<file path="src/design/pvc_pkg.sv">
// Package of constants and types for the process value conditioning stage
package pvc_pkg;
  localparam int ADDR_W = 4;
  localparam int DATA_W = 16;
  localparam logic [ADDR_W-1:0] OFF_CTRL   = 4'h0;
  localparam logic [ADDR_W-1:0] OFF_BIAS   = 4'h1;
  localparam logic [ADDR_W-1:0] OFF_FILT   = 4'h2;
  localparam logic [ADDR_W-1:0] OFF_SLOPE  = 4'h3;
  localparam logic [ADDR_W-1:0] OFF_LOWCUT = 4'h4;
  localparam logic [ADDR_W-1:0] OFF_RST1   = 4'h5;
  localparam logic [ADDR_W-1:0] OFF_ERR1   = 4'h6;
  localparam logic [ADDR_W-1:0] OFF_CYC1   = 4'h7;
  localparam logic [ADDR_W-1:0] OFF_RST2   = 4'h8;
  localparam logic [ADDR_W-1:0] OFF_ERR2   = 4'h9;
  localparam logic [ADDR_W-1:0] OFF_CYC2   = 4'ha;
  localparam logic [ADDR_W-1:0] OFF_PV_LO  = 4'hb;
  localparam logic [ADDR_W-1:0] OFF_PV_HI  = 4'hc;
  localparam logic [ADDR_W-1:0] OFF_STAT   = 4'hd;
  // Control register fields
  localparam int CTRL_DP_LSB = 0;
  localparam int CTRL_SHORT  = 3;
  localparam int CTRL_CJ_EXT = 4;
  localparam int CTRL_SQRT   = 5;
  localparam int CTRL_SENSE1 = 6;
  localparam int CTRL_SENSE2 = 7;
  // Decimal point: 1 = xxxx.x up to 4 = x.xxxx
  localparam logic [2:0] DP_MIN = 3'h1;
  localparam logic [2:0] DP_MAX = 3'h4;
  localparam logic [2:0] DP_DEF = 3'h1;
  localparam logic signed [15:0] BIAS_MIN = -16'sd10000;
  localparam logic signed [15:0] BIAS_MAX = 16'sd10000;
  localparam logic [15:0] BIAS_DEF  = 16'h0000;
  localparam logic [6:0]  FILT_MAX  = 7'd100;
  localparam logic [6:0]  FILT_DEF  = 7'd0;
  // Slope in thousandths
  localparam logic [10:0] SLOPE_MIN  = 11'd500;
  localparam logic [10:0] SLOPE_MAX  = 11'd1500;
  localparam logic [10:0] SLOPE_UNIT = 11'd1000;
  // Low cut in tenths of a percent
  localparam logic [5:0]  LOWCUT_MAX = 6'd50;
  localparam logic [5:0]  LOWCUT_DEF = 6'd10;
  localparam int          LOWCUT_CNT = 10;
  // Output levels in tenths of a percent
  localparam logic [9:0]  LVL_FULL = 10'd1000;
  localparam logic [9:0]  LVL_HALF = 10'd500;
  localparam logic [9:0]  LVL_DEF  = 10'd0;
  localparam logic [6:0]  CYC_MIN = 7'd1;
  localparam logic [6:0]  CYC_MAX = 7'd120;
  localparam logic [6:0]  CYC_CONTACT = 7'd30;
  localparam logic [6:0]  CYC_SSR     = 7'd3;
  // Full input span in counts
  localparam int SPAN_CNT = 10000;
  localparam int SAMPLES_PER_S = 10;
  localparam int MS_PER_S = 1000;
  localparam int CLK_HZ = 125000000;

  typedef enum logic [1:0] {
    PVC_IN_RTD = 2'h0,
    PVC_IN_TC  = 2'h1,
    PVC_IN_MV  = 2'h2,
    PVC_IN_MA  = 2'h3
  } pvc_input_type;

  typedef struct packed {
    logic       sense;
    logic [9:0] rst_lvl;
    logic [9:0] err_lvl;
    logic [6:0] cyc;
  } pvc_chan_type;

  typedef struct packed {
    logic        wr;
    logic        rd;
    logic [3:0]  addr;
    logic [15:0] wdata;
  } pvc_bus_type;
endpackage

</file>
<file path="src/design/pvc_stage.sv">
// Process value conditioning and control output shaping stage
`timescale 1ns/1ps
`default_nettype none

// Function
// - Decimal point set only for voltage input
// - Normal/short lowest digit, change reinitializes
// - Thermocouple junction compensation internal or external
// - Signed bias within plus/minus ten thousand
// - First-order lag, off or 1..100 s
// - Slope 0.5..1.5 for voltage/current only
// - Process value is input times slope plus bias
// - Slope applies after square-root result
// - Square root only when enabled, linear inputs
// - Low cut only while square root enabled
// - At or below low cut gives zero
// - Reverse or direct deviation sense
// - Sense locked during self tuning
// - Reset state holds reset level
// - On-off reset level snaps full or off
// - Error gives error level, on-off snapped
// - Reset level beats error level
// - Proportioning period 1..120 s, kind default taken after a first 30 s cycle
// - Period locked during tuning or ramp
// - Second channel on two-output variants only
// - Confirmed unit change reinitializes, thermal inputs only
module pvc_stage #(
  parameter int TICKS_PER_MS = 125000
) (
  input  wire logic                 clk,
  input  wire logic                 reset,
  input  wire pvc_pkg::pvc_bus_type bus,
  output logic [15:0]               rdata,
  input  wire pvc_pkg::pvc_input_type input_class,
  input  wire logic                 has_fraction,
  input  wire logic                 unit_change_confirm,
  input  wire logic                 two_output,
  input  wire logic                 ssr_drive,
  input  wire logic                 self_tuning,
  input  wire logic                 ramp_active,
  input  wire logic                 reset_state,
  input  wire logic                 on_off,
  input  wire logic                 input_error,
  input  wire logic                 sample_valid,
  input  wire logic signed [15:0]   sample,
  input  wire logic signed [31:0]   set_value,
  input  wire logic [9:0]           demand1,
  input  wire logic [9:0]           demand2,
  output logic signed [31:0]        pv,
  output logic signed [31:0]        deviation1,
  output logic signed [31:0]        deviation2,
  output logic [2:0]                dp_pos,
  output logic                      short_digit,
  output logic                      junction_comp_mode,
  output logic                      reinit,
  output logic [9:0]                level1,
  output logic [9:0]                level2,
  output logic                      first_drive_channel,
  output logic                      second_drive_channel
);
  import pvc_pkg::*;

  logic               sqrt_enable;
  logic signed [15:0] bias;
  logic [6:0]         filt;
  logic [10:0]        slope;
  logic [5:0]         lowcut;
  pvc_chan_type       ch1;
  pvc_chan_type       ch2;
  logic               linear_in;
  logic               thermal_in;
  logic               wr_ctrl;
  logic               short_change;
  logic               sqrt_act;
  logic signed [31:0] x_cut;
  logic signed [31:0] x_root;
  logic signed [31:0] x_scaled;
  logic signed [31:0] next_pv;
  logic [16:0]        ms_cnt;
  logic               ms_tick;

  function automatic logic [15:0] isqrt(input logic [31:0] v);
    logic [31:0] rem;
    logic [31:0] root;
    logic [31:0] bit_v;
    rem = v;
    root = 32'h0;
    bit_v = 32'h40000000;
    for (int i = 0; i < 16; i++) begin
      if (rem >= (root | bit_v)) begin
        rem = rem - (root | bit_v);
        root = (root >> 1) | bit_v;
      end else begin
        root = root >> 1;
      end
      bit_v = bit_v >> 2;
    end
    return root[15:0];
  endfunction

  function automatic logic [9:0] snap(input logic [9:0] lvl, input logic onoff);
    if (!onoff) begin
      return lvl;
    end
    return (lvl >= LVL_HALF) ? LVL_FULL : LVL_DEF;
  endfunction

  function automatic logic [9:0] pick(input pvc_chan_type c, input logic [9:0] dmd,
                                      input logic signed [31:0] dev);
    if (reset_state) begin
      return snap(c.rst_lvl, on_off);
    end
    if (input_error) begin
      return snap(c.err_lvl, on_off);
    end
    if (on_off) begin
      return (dev > 32'sd0) ? LVL_FULL : LVL_DEF;
    end
    return dmd;
  endfunction

  function automatic logic cyc_ok(input logic [15:0] d);
    return d[6:0] >= CYC_MIN && d[6:0] <= CYC_MAX && d[15:7] == 9'h000;
  endfunction

  function automatic logic lvl_ok(input logic [15:0] d);
    return d <= {6'h00, LVL_FULL};
  endfunction

  assign linear_in  = input_class == PVC_IN_MV || input_class == PVC_IN_MA;
  assign thermal_in = !linear_in;
  assign wr_ctrl    = bus.wr && bus.addr == OFF_CTRL;
  assign short_change = wr_ctrl && thermal_in && has_fraction
                        && bus.wdata[CTRL_SHORT] != short_digit;

  // Control register
  always_ff @(posedge clk) begin
    if (reset) begin
      dp_pos <= DP_DEF;
      short_digit <= 1'b0;
      junction_comp_mode <= 1'b0;
      sqrt_enable <= 1'b0;
    end else if (wr_ctrl) begin
      if (input_class == PVC_IN_MV && bus.wdata[CTRL_DP_LSB +: 3] >= DP_MIN
          && bus.wdata[CTRL_DP_LSB +: 3] <= DP_MAX) begin
        dp_pos <= bus.wdata[CTRL_DP_LSB +: 3];
      end
      if (thermal_in && has_fraction) begin
        short_digit <= bus.wdata[CTRL_SHORT];
      end
      junction_comp_mode <= bus.wdata[CTRL_CJ_EXT];
      if (linear_in) begin
        sqrt_enable <= bus.wdata[CTRL_SQRT];
      end
    end
  end

  // Parameters that a reinitialize restores
  always_ff @(posedge clk) begin
    if (reset || reinit) begin
      bias <= BIAS_DEF;
      filt <= FILT_DEF;
    end else if (bus.wr) begin
      if (bus.addr == OFF_BIAS && $signed(bus.wdata) >= BIAS_MIN
          && $signed(bus.wdata) <= BIAS_MAX) begin
        bias <= bus.wdata;
      end
      if (bus.addr == OFF_FILT && bus.wdata <= {9'h000, FILT_MAX}) begin
        filt <= bus.wdata[6:0];
      end
    end
  end

  // Reinitialize pulse on digit change or on unit change confirmed with a thermal input
  always_ff @(posedge clk) begin
    if (reset) begin
      reinit <= 1'b0;
    end else begin
      reinit <= short_change || (unit_change_confirm && thermal_in);
    end
  end

  // Input path settings
  always_ff @(posedge clk) begin
    if (reset) begin
      slope <= SLOPE_UNIT;
      lowcut <= LOWCUT_DEF;
    end else if (bus.wr) begin
      if (bus.addr == OFF_SLOPE && linear_in && bus.wdata >= {5'h00, SLOPE_MIN}
          && bus.wdata <= {5'h00, SLOPE_MAX}) begin
        slope <= bus.wdata[10:0];
      end
      if (bus.addr == OFF_LOWCUT && bus.wdata <= {10'h000, LOWCUT_MAX}) begin
        lowcut <= bus.wdata[5:0];
      end
    end
  end

  // Output channel settings
  always_ff @(posedge clk) begin
    if (reset) begin
      ch1.rst_lvl <= LVL_DEF;
      ch1.err_lvl <= LVL_DEF;
      ch2.rst_lvl <= LVL_DEF;
      ch2.err_lvl <= LVL_DEF;
      ch1.cyc <= ssr_drive ? CYC_SSR : CYC_CONTACT;
      ch2.cyc <= ssr_drive ? CYC_SSR : CYC_CONTACT;
      ch1.sense <= 1'b0;
      ch2.sense <= 1'b1;
    end else if (bus.wr) begin
      if (wr_ctrl && !self_tuning) begin
        ch1.sense <= bus.wdata[CTRL_SENSE1];
        ch2.sense <= bus.wdata[CTRL_SENSE2];
      end
      if (bus.addr == OFF_RST1 && lvl_ok(bus.wdata)) ch1.rst_lvl <= bus.wdata[9:0];
      if (bus.addr == OFF_ERR1 && lvl_ok(bus.wdata)) ch1.err_lvl <= bus.wdata[9:0];
      if (bus.addr == OFF_RST2 && lvl_ok(bus.wdata)) ch2.rst_lvl <= bus.wdata[9:0];
      if (bus.addr == OFF_ERR2 && lvl_ok(bus.wdata)) ch2.err_lvl <= bus.wdata[9:0];
      if (!self_tuning && !ramp_active && cyc_ok(bus.wdata)) begin
        if (bus.addr == OFF_CYC1) ch1.cyc <= bus.wdata[6:0];
        if (bus.addr == OFF_CYC2) ch2.cyc <= bus.wdata[6:0];
      end
    end
  end

  // Read port
  always_ff @(posedge clk) begin
    if (reset) begin
      rdata <= 16'h0000;
    end else if (bus.rd) begin
      case (bus.addr)
        OFF_CTRL:   rdata <= {8'h00, ch2.sense, ch1.sense, sqrt_enable,
                              junction_comp_mode, short_digit, dp_pos};
        OFF_BIAS:   rdata <= bias;
        OFF_FILT:   rdata <= {9'h000, filt};
        OFF_SLOPE:  rdata <= {5'h00, slope};
        OFF_LOWCUT: rdata <= {10'h000, lowcut};
        OFF_RST1:   rdata <= {6'h00, ch1.rst_lvl};
        OFF_ERR1:   rdata <= {6'h00, ch1.err_lvl};
        OFF_CYC1:   rdata <= {9'h000, ch1.cyc};
        OFF_RST2:   rdata <= {6'h00, ch2.rst_lvl};
        OFF_ERR2:   rdata <= {6'h00, ch2.err_lvl};
        OFF_CYC2:   rdata <= {9'h000, ch2.cyc};
        OFF_PV_LO:  rdata <= pv[15:0];
        OFF_PV_HI:  rdata <= pv[31:16];
        OFF_STAT:   rdata <= {12'h000, input_error, reset_state, level2 != 10'd0,
                              level1 != 10'd0};
        default:    rdata <= 16'h0000;
      endcase
    end else begin
      rdata <= 16'h0000;
    end
  end

  // Conditioning chain
  always_comb begin
    sqrt_act = sqrt_enable && linear_in;
    x_cut = 32'(sample);
    if (sqrt_act && x_cut <= 32'(int'(lowcut) * LOWCUT_CNT)) begin
      x_cut = 32'sd0;
    end
    x_root = sqrt_act ? $signed({16'h0000, isqrt(32'(x_cut * SPAN_CNT))}) : x_cut;
    x_scaled = 32'(x_root * $signed({21'h000000, linear_in ? slope : SLOPE_UNIT})
                   / $signed(32'(SLOPE_UNIT))) + 32'(bias);
    if (filt == FILT_DEF) begin
      next_pv = x_scaled;
    end else begin
      next_pv = pv + (x_scaled - pv) / ($signed(32'(filt)) * SAMPLES_PER_S + 32'sd1);
    end
  end

  always_ff @(posedge clk) begin
    if (reset) begin
      pv <= 32'sd0;
    end else if (sample_valid) begin
      pv <= next_pv;
    end
  end

  // Deviation seen by the controller, signed by sense
  always_ff @(posedge clk) begin
    if (reset) begin
      deviation1 <= 32'sd0;
      deviation2 <= 32'sd0;
    end else begin
      deviation1 <= ch1.sense ? pv - set_value : set_value - pv;
      deviation2 <= ch2.sense ? pv - set_value : set_value - pv;
    end
  end

  // Effective output levels
  always_ff @(posedge clk) begin
    if (reset) begin
      level1 <= LVL_DEF;
      level2 <= LVL_DEF;
    end else begin
      level1 <= pick(ch1, demand1, deviation1);
      level2 <= two_output ? pick(ch2, demand2, deviation2) : LVL_DEF;
    end
  end

  // Millisecond tick
  always_ff @(posedge clk) begin
    if (reset || ms_tick) begin
      ms_cnt <= 17'd0;
    end else begin
      ms_cnt <= ms_cnt + 17'd1;
    end
  end
  assign ms_tick = ms_cnt == 17'(TICKS_PER_MS - 1);

  // Time proportioning per channel
  logic [16:0] pos1;
  logic [16:0] pos2;
  logic [16:0] on1;
  logic [16:0] on2;
  logic [16:0] len1;
  logic [16:0] len2;
  always_ff @(posedge clk) begin
    if (reset) begin
      pos1 <= 17'd0;
      pos2 <= 17'd0;
      on1 <= 17'd0;
      on2 <= 17'd0;
      len1 <= 17'(int'(CYC_CONTACT) * MS_PER_S);
      len2 <= 17'(int'(CYC_CONTACT) * MS_PER_S);
    end else if (ms_tick) begin
      pos1 <= (pos1 + 17'd1 >= len1) ? 17'd0 : pos1 + 17'd1;
      pos2 <= (pos2 + 17'd1 >= len2) ? 17'd0 : pos2 + 17'd1;
      if (pos1 + 17'd1 >= len1) begin
        on1 <= 17'(level1) * 17'(ch1.cyc);
        len1 <= 17'(ch1.cyc * 17'(MS_PER_S));
      end
      if (pos2 + 17'd1 >= len2) begin
        on2 <= 17'(level2) * 17'(ch2.cyc);
        len2 <= 17'(ch2.cyc * 17'(MS_PER_S));
      end
    end
  end

  always_ff @(posedge clk) begin
    if (reset) begin
      first_drive_channel <= 1'b0;
      second_drive_channel <= 1'b0;
    end else begin
      first_drive_channel <= pos1 < on1;
      second_drive_channel <= two_output && pos2 < on2;
    end
  end

  property p_reset_level;
    @(posedge clk) disable iff (reset)
      reset_state && !on_off ##1 reset_state |-> level1 == $past(ch1.rst_lvl);
  endproperty
  a_reset_level: assert property (p_reset_level) else $error("reset level not held");

  property p_reset_beats_error;
    @(posedge clk) disable iff (reset)
      reset_state && input_error && on_off && ch1.rst_lvl >= LVL_HALF
      |=> level1 == LVL_FULL;
  endproperty
  a_reset_beats_error: assert property (p_reset_beats_error) else $error("reset not preferred");

  property p_onoff_error;
    @(posedge clk) disable iff (reset)
      !reset_state && input_error && on_off && ch1.err_lvl < LVL_HALF |=> level1 == LVL_DEF;
  endproperty
  a_onoff_error: assert property (p_onoff_error) else $error("error level not snapped");

  property p_sense_locked;
    @(posedge clk) disable iff (reset)
      wr_ctrl && self_tuning |=> ch1.sense == $past(ch1.sense);
  endproperty
  a_sense_locked: assert property (p_sense_locked) else $error("sense changed in tuning");

  property p_cycle_locked;
    @(posedge clk) disable iff (reset)
      bus.wr && bus.addr == OFF_CYC1 && (self_tuning || ramp_active)
      |=> $stable(ch1.cyc);
  endproperty
  a_cycle_locked: assert property (p_cycle_locked) else $error("period changed when locked");

  property p_bias_range;
    @(posedge clk) disable iff (reset) bias >= BIAS_MIN && bias <= BIAS_MAX;
  endproperty
  a_bias_range: assert property (p_bias_range) else $error("bias out of range");

  property p_low_cut;
    @(posedge clk) disable iff (reset)
      sample_valid && sqrt_act && int'(sample) <= int'(lowcut) * LOWCUT_CNT
      && bias == 16'sd0 && filt == FILT_DEF
      |=> pv == 32'sd0;
  endproperty
  a_low_cut: assert property (p_low_cut) else $error("low cut did not zero");

  property p_single_output;
    @(posedge clk) disable iff (reset) !two_output ##1 !two_output |-> !second_drive_channel;
  endproperty
  a_single_output: assert property (p_single_output) else $error("second channel driven");

  property p_reinit;
    @(posedge clk) disable iff (reset) short_change |=> reinit ##1 bias == 16'sd0;
  endproperty
  a_reinit: assert property (p_reinit) else $error("no reinitialize");
endmodule

`default_nettype wire

</file>
<file path="config.mk">
export PLATFORM = sky130hd
export DESIGN_NAME = pvc_stage
export DESIGN_NICKNAME = d
export VERILOG_FILES = /design/src/design/pvc_pkg.sv /design/src/design/pvc_stage.sv
export SDC_FILE = /design/constraint.sdc
export NUM_CORES = 2
export LEC_CHECK = 0
export ABC_CLOCK_PERIOD_IN_PS = 250900
export BUFFER_PORTS_ARGS = -buffer_cell sky130_fd_sc_hd__buf_2
export CAP_MARGIN = 20
export CORE_MARGIN = 4
export CORE_UTILIZATION = 24
export DETAILED_ROUTE_END_ITERATION = 16
export GPL_TIMING_DRIVEN = 0
export HOLD_SLACK_MARGIN = 0.03
export PLACE_DENSITY = 0.45
export SYNTH_ARGS = -nofsm -noshare
export SYNTH_HDL_FRONTEND = slang
export SYNTH_SLANG_ARGS = --single-unit
</file>
<file path="constraint.sdc">
create_clock -name clk -period 250.9 [get_ports clk]
set_clock_uncertainty 0.1 [all_clocks]
set_input_delay 50.18 -clock clk [delete_from_list [all_inputs] [get_ports clk]]
set_output_delay 50.18 -clock clk [all_outputs]
set_load 0.05 [all_outputs]
</file>
==> metrics.md <==
| Metric | Value |
|---|---|
| Hold crit path type | `register to register` |
| Die W | `603 µm` |
| Drc violations | `0` |
| Number of H-tree levels | `2` |
| Port Buffers | `235` |
| Cell count after synthesis | `11.2k` |
| GP Congestion | `0.914` |
| Layout cells sized above 1 | `11.5%` |
| CP Launch Type | `input pin` |
| Total die area | `0.363 mm²` |
| Worst slew pin tran | `1.22 ns` |
| CTS clk-pin slew, worst paths | `0.06 ns` |
| First-pass GRT wire length | `495,000 µm` |
| Starting density of the core | `24.1%` |
| Via Count | `82.6k` |
| Min-Delay Startpoint | `on2[6]$_SDFFE_PP0P_` |
| Clock buffer depth | `3` |
| TritonCTS clock tree | `yes` |
| Final hold violation count | `0` |
| Area leader, netlist | `ha_1` |
| Tmin final | `235.71 ns` |
| CP max FO | `22` |
| WS Path Type | `input pin to register` |
| Core Box Area | `0.352 mm²` |
| Top cells by area, synth | `ha_1 14%, fa_1 8.1%, dfxtp_1 7.9%` |
| Fin crit share | `93.9%` |
| Largest net degree at the start of global routing | `33` |
| Worst setup path startpoint | `sample[2]` |
| Per-cell routed wire length | `20.0 µm` |
| # rows | `218` |
| Starting DRT DRC Count | `6,049` |
| Post-DP HPWL | `278,000 µm` |
| Latest clock arrival within the worst-skew pair | `0.64 ns` |
| Nets | `13.1k` |
| Vias in the first global route | `78.2k` |
| Chip height | `603 µm` |
| Post-synth EDFFs | `14` |
| Final Setup Violations | `0` |
| Most numerous cell in the Yosys netlist | `nor2_1` |
| Setup crit end kind | `register` |
| Antenna-violating nets left | `0` |
| Clk sinks | `349` |
| FMAX | `4.24 MHz` |
| Synth Warn # | `0` |
| Total gr overflow | `0` |
| Origin of the critical flop-to-flop path | `lowcut[0]$_SDFFE_PP0P_` |
| Async set-reset flop share out of synthesis | `0%` |
| Synth cell count leaders | `1,168 x nor2_1, 1,015 x a21oi_1, 963 x ha_1` |
| Utilization after layout | `27.4%` |
| Top FF cell, synth | `dfxtp_1` |
| Worst slew margin | `18.7%` |
| Layout fillers | `39.0k` |
| Drt first pass iters | `6` |
| Area growth syn-to-layout | `13.6%` |
| Total CTS buffers | `46` |
| Seq/Total Area, Yosys | `8.40%` |
| Average via count per standard cell | `5.02` |
| Largest stage delay, worst path | `0.63 ns` |
| All-Layer GR Usage | `17.2%` |
| Antenna violations before repair | `52` |
| Crit-path slowest cell | `or4_1` |
| Post-Syn Area per Cell | `7.55 µm²` |
| Mapped Nets | `12.6k` |
| Status | `finished, final reports clean` |
| Routed WL | `329,000 µm` |
| Critical path data required time | `251.32 ns` |
| Flops & latches, synth | `349` |
| Root Buffer | `clkbuf_16` |
| Count of cell types in the netlist | `204` |
| Worst EP arrival | `236.13 ns` |
| Slew Limit Fails | `0` |
| Syn Std Cell Area | `0.0849 mm²` |
| Most used cell along the critical path | `a21oi_1` |
| Post-synth top area share | `14.2%` |
| IO Count | `244` |
| Max Cap Violations | `0` |
worst max-delay path, delay by kind of cell:
family	cells	cell delay, ns
AO/OA/AOI/OAI	391	75.37
AND/OR/NAND/NOR	243	43.89
buffers and inverters	151	22.52
adder cells (fa/ha/maj)	63	20.66
multiplexers	20	7.12
XOR/XNOR	20	3.86
worst paths after layout:
kind,depth (start not counted),end,slack [ns]
worst max-delay path,888,pv[31]$_SDFFE_PP0P_,15.19
worst min-delay path,2,on2[6]$_SDFFE_PP0P_,0.35
worst max register to register,965,pv[31]$_SDFFE_PP0P_,63.43
worst min register to register,2,on2[6]$_SDFFE_PP0P_,0.35
cell families (layout without fill, tap and decap cells):
kind of cell	after synthesis	in the layout	share of synthesized area (%)
and+or+nand+nor	3746	3746	21.7
AOI/OAI and AO/OA	3196	3196	26.5
buffers and inverters	1343	1803	6.81
adders and majority gates	1319	1319	22.4
xor gates and xnor gates	955	955	9.99
DFF	349	349	8.40
muxes	330	332	4.15
other	0	29	0
cell type report:
cell class | instances | area, µm² | area share, %
diodes | 29 | 72.6 | 0.0752
plain buffers | 398 | 2290 | 2.37
clock buffers | 64 | 1330 | 1.38
clock inverters | 22 | 298 | 0.309
inverters | 942 | 3570 | 3.71
multi-input cells | 9548 | 73400 | 76.1
flip-flops and latches | 349 | 7130 | 7.39
well taps | 4730 | 5920 | 6.14
repair buffers | 377 | 2430 | 2.52
what timing repair did:
action                     in CTS  in global routing
gates cloned                    0                  2
gates resized for setup        29                310
hold buffers                    0                  0
pin swaps                       3                 50
setup endpoints to repair      31                 32
buffers inserted                5                104
through the flow:
| stage | instance area [µm²] | TNS, ns | worst slack, ns | instances | hold WS [ns] |
|---|---|---|---|---|---|
| 6_report | 96500 | 0 | 15.19 | 16500 | 0.348 |
| 5_1_grt | 96400 | -0.375 | -0.331 | 16500 | 0.368 |
| 4_1_cts | 94200 | 0 | 0.221 | 16300 | 0.352 |
| 3_5_place_dp | 92400 | -91.57 | -5.73 | 16200 | 0.345 |
| 3_3_place_gp | 92000 | -280.53 | -11.64 | 16200 | 0.340 |
| 2_1_floorplan | 84900 | 0 | 31.15 | 11200 | 0.318 |
sequential cells by signal, indices dropped and copies added (netlist names), 14 cells and up:
name	cells
on2	17
ch1	28
len1	14
ch2	28
ms_cnt	17
len2	14
pos1	17
pos2	17
bias	16
pv	32
on1	17
deviation2	31
deviation1	32
rdata	16
placed cells by master (no fill, tap or decap), types with 177 or more instances in the layout:
| cell | Yosys | layout |
|---|---|---|
| nor3_1 | 227 | 216 |
| a21oi_1 | 1015 | 971 |
| nor2_1 | 1168 | 1154 |
| inv_1 | 919 | 913 |
| clkbuf_1 | 226 | 206 |
| buf_2 | 34 | 276 |
| dfxtp_1 | 335 | 335 |
| o21ai_0 | 343 | 335 |
| buf_4 | 77 | 191 |
| xor2_1 | 350 | 336 |
| fa_1 | 343 | 343 |
| and2_1 | 177 | 177 |
| ha_1 | 963 | 961 |
| a21o_1 | 271 | 270 |
| mux2i_1 | 220 | 211 |
| nand2_1 | 926 | 921 |
| o21bai_1 | 214 | 207 |
| xnor2_1 | 593 | 581 |
| nand3_1 | 205 | 199 |
layer usage:
| layer | wire, µm | part of all wire (%) | vias to the layer above | GRT usage [%] |
|---|---|---|---|---|
| li1 | - | - | 41100 | - |
| met1 | 158000 | 48 | 39500 | 24.2 |
| met2 | 147000 | 45 | 1671 | 27.7 |
| met3 | 12000 | 3.7 | 321 | 1.30 |
| met4 | 12700 | 3.9 | 6 | 6.09 |
| met5 | 33 | 0.010 | - | 0 |
Power is left out: the tool's default activity adds up to more than one toggle a clock period on the data nets, which glitch-free logic cannot reach.
